**src/plc_defs.svh**
```systemverilog
`ifndef PLC_DEFS_SVH
`define PLC_DEFS_SVH
// Link speed codes
`define PLC_SPD_S100      2'h0
`define PLC_SPD_S200      2'h1
`define PLC_SPD_S400      2'h2
`define PLC_LSPD_RESET    2'h2
// Extended request speed codes, S400 is the top supported
`define PLC_XSPD_S400     3'h2
// Request framing
`define PLC_REQ_LEN_LEG   4'h7
`define PLC_REQ_LEN_EXT   4'h8
`define PLC_REQ_TYPE_W    3
`define PLC_TYPE_BUS      3'h1
`define PLC_TYPE_RDREG    3'h5
`define PLC_TYPE_WRREG    3'h6
// Register write request length (start + type + addr + data)
`define PLC_REQ_LEN_WR    5'h11
`define PLC_REQ_LEN_RD    5'h9
`define PLC_REQ_LEN_OTH   5'h7
`endif

```
**src/plc_pkg.sv**
```systemverilog
package plc_pkg;
  typedef enum logic [1:0] {
    PLC_ST_IDLE,
    PLC_ST_SHIFT,
    PLC_ST_DONE
  } plc_rx_state_t;
  typedef enum logic [1:0] {
    PLC_TX_IDLE,
    PLC_TX_PREFIX,
    PLC_TX_END
  } plc_tx_state_t;
endpackage : plc_pkg

```
**src/plc_sync.sv**
```systemverilog
`timescale 1ns/10ps
module plc_sync (
  // Clock and reset
  input  wire logic ref_clk_in,
  input  wire logic rst_in,
  // Async pin in, delayed level out
  input  wire logic pin_in,
  output logic      level_out
);
  logic s1_reg;
  logic s2_reg;
  logic s3_reg;
  // The request line is launched on this clock, so the stages only delay it.
  // An agreement filter here would swallow the one-cycle bits of a request.
  always_ff @(posedge ref_clk_in or posedge rst_in) begin
    if (rst_in) begin
      s1_reg    <= 1'b0;
      s2_reg    <= 1'b0;
      s3_reg    <= 1'b0;
      level_out <= 1'b0;
    end else begin
      s1_reg <= pin_in;
      s2_reg <= s1_reg;
      s3_reg    <= s2_reg;
      level_out <= s3_reg;
    end
  end
endmodule : plc_sync

```
**src/plc_link_compat.sv**
```systemverilog
// Function
// - Decode 7-bit legacy and 8-bit extended bus requests from request line.
// - A legacy request followed at once by another request decodes both.
// - Extended request with speed above S400 sends a null packet.
// - All received data passes to link, no speed filtering.
// - Link speed field only changes self-ID speed value.
// - Peers always see S400 capability during self-ID.
// - Link speed field is S400 after power-on.
// - Link speed is two bits: 00 S100, 01 S200, 10 S400, 11 invalid.
// - Link speed loads S400 on hardware reset, kept over bus reset.
`timescale 1ns/10ps
`include "plc_defs.svh"
module plc_link_compat (
  // Clock and reset
  input  wire logic       ref_clk_in,
  input  wire logic       rst_in,
  // Serial request line from link
  input  wire logic       link_req_in,
  // Request length mode: 1 extended 8-bit, 0 legacy 7-bit bus requests
  input  wire logic       ext_req_mode_in,
  // Link speed field write port
  input  wire logic       lspd_wr_in,
  input  wire logic [1:0] lspd_wdata_in,
  // Feature enables held by software
  input  wire logic       arb_accel_enable_in,
  input  wire logic       multispeed_concat_enable_in,
  // Receive path from cable
  input  wire logic       rx_valid_in,
  input  wire logic [7:0] rx_data_in,
  // Decoded request
  output logic            req_valid_out,
  output logic [2:0]      req_type_out,
  output logic [2:0]      req_speed_out,
  output logic [11:0]     req_payload_out,
  // Null packet transmit
  output logic            tx_prefix_out,
  output logic            tx_end_out,
  // Self-ID speed fields
  output logic [1:0]      selfid_sp_out,
  output logic [1:0]      peer_speed_out,
  // Data to link
  output logic            link_rx_valid_out,
  output logic [7:0]      link_rx_data_out,
  // Feature enables as applied
  output logic            arb_accel_active_out,
  output logic            multispeed_concat_active_out
);
  // ***********************************************
  // Request line capture
  // ***********************************************
  logic req_line;
  plc_sync u_sync (
    .ref_clk_in (ref_clk_in),
    .rst_in     (rst_in),
    .pin_in     (link_req_in),
    .level_out  (req_line)
  );

  plc_pkg::plc_rx_state_t rx_st_reg;
  plc_pkg::plc_rx_state_t rx_st_next;
  logic [4:0]  cnt_reg;
  logic [16:0] sh_reg;
  logic [4:0]  req_len;
  logic [2:0]  type_bits;
  logic        last_bit;
  logic [16:0] sh_next;
  logic [2:0]  type_reg;

  // Request type is latched once the third bit after the start bit is in,
  // since the shifter keeps moving and would lose it
  assign sh_next   = {sh_reg[15:0], req_line};
  assign type_bits = type_reg;
  assign req_len   = (type_bits == `PLC_TYPE_WRREG) ? `PLC_REQ_LEN_WR :
                     (type_bits == `PLC_TYPE_RDREG) ? `PLC_REQ_LEN_RD :
                     (type_bits == `PLC_TYPE_BUS && ext_req_mode_in) ?
                       {1'b0, `PLC_REQ_LEN_EXT} - 5'h1 + 5'h1 :
                     `PLC_REQ_LEN_OTH;
  // Counter holds bits captured after the start bit
  assign last_bit  = (rx_st_reg == plc_pkg::PLC_ST_SHIFT) && (cnt_reg + 5'h2 == req_len);

  always_comb begin
    rx_st_next = rx_st_reg;
    case (rx_st_reg)
      plc_pkg::PLC_ST_IDLE: begin
        if (req_line) begin
          rx_st_next = plc_pkg::PLC_ST_SHIFT;
        end
      end
      plc_pkg::PLC_ST_SHIFT: begin
        if (last_bit) begin
          rx_st_next = plc_pkg::PLC_ST_DONE;
        end
      end
      // back-to-back: done lasts one cycle, next start bit may follow
      plc_pkg::PLC_ST_DONE: begin
        rx_st_next = req_line ? plc_pkg::PLC_ST_SHIFT : plc_pkg::PLC_ST_IDLE;
      end
      default: begin
        rx_st_next = plc_pkg::PLC_ST_IDLE;
      end
    endcase
  end

  always_ff @(posedge ref_clk_in or posedge rst_in) begin
    if (rst_in) begin
      rx_st_reg <= plc_pkg::PLC_ST_IDLE;
      cnt_reg   <= 5'h0;
      sh_reg    <= 17'h0;
      type_reg  <= 3'h0;
    end else begin
      rx_st_reg <= rx_st_next;
      if (rx_st_reg == plc_pkg::PLC_ST_SHIFT) begin
        sh_reg  <= sh_next;
        cnt_reg <= cnt_reg + 5'h1;
        if (cnt_reg == 5'h2) begin
          type_reg <= sh_next[2:0];
        end
      end else begin
        sh_reg  <= 17'h0;
        cnt_reg <= 5'h0;
      end
    end
  end

  // ***********************************************
  // Request decode
  // ***********************************************
  logic        bus_req;
  logic [2:0]  speed_dec;
  logic        fin;
  logic [4:0]  total;
  logic [16:0] fullw;
  assign fin   = last_bit;
  assign total = req_len - 5'h1;
  assign fullw = sh_next;
  assign bus_req = (type_bits == `PLC_TYPE_BUS);
  // legacy 2-bit speed is the low end of the 3-bit code space
  assign speed_dec = ext_req_mode_in ? fullw[2:0] : {1'b0, fullw[1:0]};

  always_ff @(posedge ref_clk_in or posedge rst_in) begin
    if (rst_in) begin
      req_valid_out   <= 1'b0;
      req_type_out    <= 3'h0;
      req_speed_out   <= 3'h0;
      req_payload_out <= 12'h0;
    end else begin
      req_valid_out <= fin;
      if (fin) begin
        req_type_out    <= type_bits;
        req_speed_out   <= bus_req ? speed_dec : 3'h0;
        req_payload_out <= (total > 5'h7) ? fullw[11:0] : {8'h0, fullw[3:0]};
      end
    end
  end

  // ***********************************************
  // Null packet for unsupported speed
  // ***********************************************
  plc_pkg::plc_tx_state_t tx_st_reg;
  logic                   null_req;
  // speed above S400 answered with prefix then end
  assign null_req = fin && bus_req && ext_req_mode_in && (speed_dec > `PLC_XSPD_S400);

  always_ff @(posedge ref_clk_in or posedge rst_in) begin
    if (rst_in) begin
      tx_st_reg     <= plc_pkg::PLC_TX_IDLE;
      tx_prefix_out <= 1'b0;
      tx_end_out    <= 1'b0;
    end else begin
      case (tx_st_reg)
        plc_pkg::PLC_TX_IDLE: begin
          tx_end_out <= 1'b0;
          if (null_req) begin
            tx_st_reg     <= plc_pkg::PLC_TX_PREFIX;
            tx_prefix_out <= 1'b1;
          end
        end
        plc_pkg::PLC_TX_PREFIX: begin
          tx_st_reg     <= plc_pkg::PLC_TX_END;
          tx_prefix_out <= 1'b0;
          tx_end_out    <= 1'b1;
        end
        default: begin
          tx_st_reg  <= plc_pkg::PLC_TX_IDLE;
          tx_end_out <= 1'b0;
        end
      endcase
    end
  end

  // ***********************************************
  // Link speed field and self-ID
  // ***********************************************
  logic [1:0] lspd_reg;
  logic       lspd_ok;
  // code 11 rejected, field keeps its old value
  assign lspd_ok = lspd_wr_in && (lspd_wdata_in != 2'h3);

  always_ff @(posedge ref_clk_in or posedge rst_in) begin
    if (rst_in) begin
      lspd_reg       <= `PLC_LSPD_RESET;
      selfid_sp_out  <= `PLC_LSPD_RESET;
      peer_speed_out <= `PLC_SPD_S400;
    end else begin
      if (lspd_ok) begin
        lspd_reg <= lspd_wdata_in;
      end
      // only the self-ID speed value follows the field
      selfid_sp_out  <= lspd_reg;
      peer_speed_out <= `PLC_SPD_S400;
    end
  end

  // ***********************************************
  // Receive forwarding and feature enables
  // ***********************************************
  always_ff @(posedge ref_clk_in or posedge rst_in) begin
    if (rst_in) begin
      link_rx_valid_out            <= 1'b0;
      link_rx_data_out             <= 8'h0;
      arb_accel_active_out         <= 1'b0;
      multispeed_concat_active_out <= 1'b0;
    end else begin
      link_rx_valid_out            <= rx_valid_in;
      link_rx_data_out             <= rx_data_in;
      arb_accel_active_out         <= arb_accel_enable_in;
      multispeed_concat_active_out <= multispeed_concat_enable_in;
    end
  end
endmodule : plc_link_compat

```
**config.mk**
```make
export PLATFORM = sky130hd
export DESIGN_NAME = plc_link_compat
export DESIGN_NICKNAME = d
export VERILOG_FILES = /design/src/plc_pkg.sv /design/src/plc_sync.sv /design/src/plc_link_compat.sv
export VERILOG_INCLUDE_DIRS = /design/src
export SDC_FILE = /design/constraint.sdc
export NUM_CORES = 1
export LEC_CHECK = 0
export BUFFER_PORTS_ARGS = -buffer_cell sky130_fd_sc_hd__clkbuf_2
export CAP_MARGIN = 20
export CELL_PAD_IN_SITES_DETAIL_PLACEMENT = 0
export CELL_PAD_IN_SITES_GLOBAL_PLACEMENT = 1
export CORE_MARGIN = 5
export CORE_UTILIZATION = 39
export DETAILED_ROUTE_END_ITERATION = 16
export PLACE_DENSITY = 0.85
export SYNTH_ARGS = -nofsm -noshare
export SYNTH_HDL_FRONTEND = slang
export SYNTH_HIERARCHICAL = 1
export SYNTH_SLANG_ARGS = --single-unit
```
**constraint.sdc**
```tcl
create_clock -name ref_clk_in -period 2.1 [get_ports ref_clk_in]
set_input_delay 0.105 -clock ref_clk_in [delete_from_list [all_inputs] [get_ports ref_clk_in]]
set_output_delay 0.105 -clock ref_clk_in [all_outputs]
set_load 0.05 [all_outputs]
```
# After elaboration in Yosys (flattened, before gate mapping)
# Cells that the tools add are included.
# word_totals
inputBits,18
out_inout_bits,36
reg_bits,63
# classes
n_eq_ne,12
addsub,3
muxes,17
reduce_logical,12
magnitude_cmp,2
# op_table
op,n
$mux 12,1
$mux 11,1
$mux 5,2
$mux 4,2
$eq 3x3->1 const B,2
$logic_and 1x1->1,6
$mux 2,3
$mux 3,2
$ne 2x2->1 const B,3
$pmux 2 s3,1
$reduce_and 2->1,3
$add 5x1->5 const B,1
$add 5x2->5 const B,1
$eq 5x2->1 const B,1
$eq 5x5->1,1
$gt 5x3->1 const B,1
$sub 5x1->5 const B,1
$eq 2x1->1 const B,2
$logic_not 2->1,2
$pmux 2 s2,1
$eq 3x1->1 const B,1
$gt 3x2->1 const B,1
$mux 1,3
$eq 2x2->1 const B,1
other kinds (3),3

# Longest topological paths before layout
# depth
depth_word,12
ltp_mapped,7
mapped_depth_nobuf,6

# Cells and area by module
# Netlist, hierarchy kept.
# by_module_without_submodules
module,cells_each,area_each_um2,n_inst,seq_area_each_um2
plc_link_compat,180,2314.7,1,1478.9
plc_sync,5,103.8,1,100.1

# Worst setup path after synthesis
# Ideal clock, no wire load.
# synth_path
path_type,register to register
start,register cnt_reg[1]
end,register req_payload_out[0]
stages_incl_launch_ff,8
path_slack_ns,0.165
period_less_slack_ns,1.935
required_time_ns,1.975
arrival_ns,1.810
path_buffers,1
path_cell_list,dfrtp_1 > ha_1 > xor2_1 > or3_1 > and4_4 > nand3_4 > buf_6 > mux2_4
# synth_via
elab_chain_len,3
# synth_lines
item,line,rtl
"start, declared",plc_link_compat.sv:61,logic [4:0] cnt_reg;
"start signal, assigned",plc_link_compat.sv:114,cnt_reg <= cnt_reg + 5'h1;
$add 5x2->5,plc_link_compat.sv:79,assign last_bit = (rx_st_reg == plc_pkg::PLC_ST_SHIFT) && (cnt_reg + 5'h2 == req_len);
$eq 5x5->1,plc_link_compat.sv:79,
$logic_and 1x1->1,plc_link_compat.sv:79,
"end signal, assigned",plc_link_compat.sv:151,"req_payload_out <= (total > 5'h7) ? fullw[11:0] : {8'h0, fullw[3:0]};"
"end, declared",plc_link_compat.sv:34,"output logic [11:0] req_payload_out,"
# No other way between the ends.
# A chain may end at the register's enable or synchronous reset.

# Final worst setup path
# layout_path
start,register cnt_reg[1]
end,register req_payload_out[6]
# Same word-level chain as after synthesis.

==> metrics.txt <==
status=complete, no violations; Multi-input gate area=733 sq um; RSZ-0062 raised after global routing=no; Final #Nets=281; CTS tree=done; Final Setup Violations=0; drt first pass iters=4; CTS Sinks=63; post-route setup slack=0.129 ns; Die H=88.8 um; ANT nets after route=0; Finished Core Util=51.7%; Area growth syn-to-layout=28.0%; GR Util met2=19.8%; EDFF count, synth=0; most common cell in the netlist=dfrtp_1; post-route clock period utilization=between 90% and 100%; largest net degree at the start of global routing=32; skew final=~0.0074 ns; Post-CTS Resized=0; pre-CTS setup slack=around 0.13 ns; initial antenna violation count=0; CP arrival=2.22 ns; Syn Std Cell Area=0.00242 sq mm; Worst IR Drop VDD=0.988 mV; FF+latch count, synth=63; Tot Pwr=0.00392 W; Final Max Tran Viols=0; Yosys cell types=36; DP HPWL=just over 3 mm; crit path capture type=flop; Placer Congestion=between 0.8 and 0.9; area leader, netlist=dfrtp_1; fmax=0.507 GHz; Largest register FFs=12; htree depth=3; FILL cells=517; Post-CTS Setup Bufs=0; Primary FF master, synth=dfrtp_1; post-synthesis sequential area ratio=roughly two thirds; leakage=between 1.5 and 2 nW; PortBufs=between 50 and 60; DRT iter0 DRCs=50; Mapped Cells=~190; met3 Usage GRT=7.36%; Least-Margin Pin Slew=slightly above 0.6 ns; CP max FO=14; die footprint=between 0.007 and 0.008 sq mm; Hold Violations, Final=0; crit start category=flop; Mapped Nets=206; diodes inserted=0; # Max-Cap Violations=0; Max clock buf depth=2; post-DR vias/cell=4.39; TNS Setup=0 ns; worst skew pair latency=approximately 0.32 ns; number of global-route vias before repair=1599; busiest layer in global routing=met2; top cell type's share of synthesized area=63.1%; synth warn=6; DRC=0; CP Class=flop to flop; fraction of layout instances using a drive strength above 1=33.0%; Overflow after GRT=0; DR vias=1489; final WL=4.42 mm; min Tclk post-route=1.97 ns; register clock-pin slew on the reported worst setup and hold paths=0.07 ns; Required @ worst endpoint=2.35 ns; Mean Syn Cell Area=roughly 13 sq um; dominant cells by area after synthesis=dfrtp_1, mux2i_1, mux2_4; Tot GR Track Use=between 10% and 20%; Hold Path Class=input pin to flop; Initial Utilization=40.4%; core footprint=0.00599 sq mm; placement row count=28; async set or reset register ratio after synthesis=100%; Power Dens Cells=about 1300 mW/mm^2; hold-fix buffers at CTS=13; Slew HR=between 50 and 60%; met1 usage in global routing=15.4%; root buf cell=clkbuf_8; first-pass GRT wire length=7.54 mm; DR WL/cell=13.0 um; die width=88.8 um; register area=0.00158 sq mm; top cells by count, synth=dfrtp_1, inv_1, nand2_1; Ports=54; TritonCTS Buffers=9
==> cells in the final DEF (no fill, tap or decap), types with 3 or more instances in the layout <==
| cell type | count |
|---|---|
| and2_1 | 11 |
| buf_4 | 6 |
| clkbuf_2 | 51 |
| clkbuf_8 | 9 |
| dfrtp_1 | 61 |
| dlygate4sd3_1 | 13 |
| ha_1 | 3 |
| inv_1 | 15 |
| mux2_2 | 4 |
| mux2_4 | 6 |
| mux2i_1 | 10 |
| nand2_1 | 14 |
| nand2b_1 | 5 |
| nor2_1 | 13 |
| nor2b_1 | 5 |
| xor2_1 | 4 |
==> kinds of logic after synthesis <==
| kind of cell | after synthesis | synth area share, % |
|---|---|---|
| buffers and inverters | 23 | 4.40 |
| flip-flops | 63 | 65.3 |
| XOR/XNOR | 7 | 3.10 |
| adder cells (fa/ha/maj) | 3 | 1.55 |
| AND/OR/NAND/NOR | 59 | 13.4 |
| multiplexers | 21 | 10.3 |
| AO/OA/AOI/OAI | 7 | 1.66 |
| other | 2 | 0.311 |
==> layer usage <==
metal  wire length (um)  up-vias
met2               2100       48
li1                   -      732
met3                362        4
met1               1920      705
met5                  0        -
met4                 30        0
==> final cells by class <==
class,instances,share of cell area (%)
multi-input cells,99,23.7
flip-flops and latches,63,51.0
clock inverters,4,1.54
inverters,16,1.94
repair buffers,71,14.6
clock buffers,11,4.24
well taps,75,3.03
==> worst max-delay path, cell delays in order, from the launching register on <==
cell     delay (ns)
dfrtp_1        0.38
ha_1           0.22
xor2_1         0.15
or3_1          0.31
and4_4         0.21
nand3_4        0.22
buf_4          0.22
mux2i_1        0.19
==> power breakdown <==
group          switching (W)  internal, W
sequential          0.000162      0.00144
combinational       0.000845     0.000503
clock               0.000428     0.000538
==> path summary, 6_finish.rpt <==
check / from / to / slack [ns] / depth (start not counted)
worst min-delay path: lspd_wdata_in[0] / lspd_reg[1] / 0.03 / 4
max in group asynchronous: rst_in / tx_prefix_out / 1.10 / 4
worst max register to register: cnt_reg[1] / req_payload_out[6] / 0.13 / 7
worst max-delay path: cnt_reg[1] / req_payload_out[6] / 0.13 / 7
min in group asynchronous: rst_in / u_sync/s2_reg / 0.23 / 3
worst min register to register: u_sync/s1_reg / u_sync/s2_reg / 0.35 / 0
==> per-stage QoR <==
step | hold WS (ns) | instance area, sq um | instances
final | 0.0294 | 3100 | 339
after floorplan | -0.129 | 2420 | 185
after global routing | 0.0320 | 3100 | 339
after global placement | -0.00790 | 2790 | 311
after CTS | 0.00496 | 3100 | 339
after detailed placement | -0.00185 | 2790 | 311
Power figures use the tool's default switching activity.
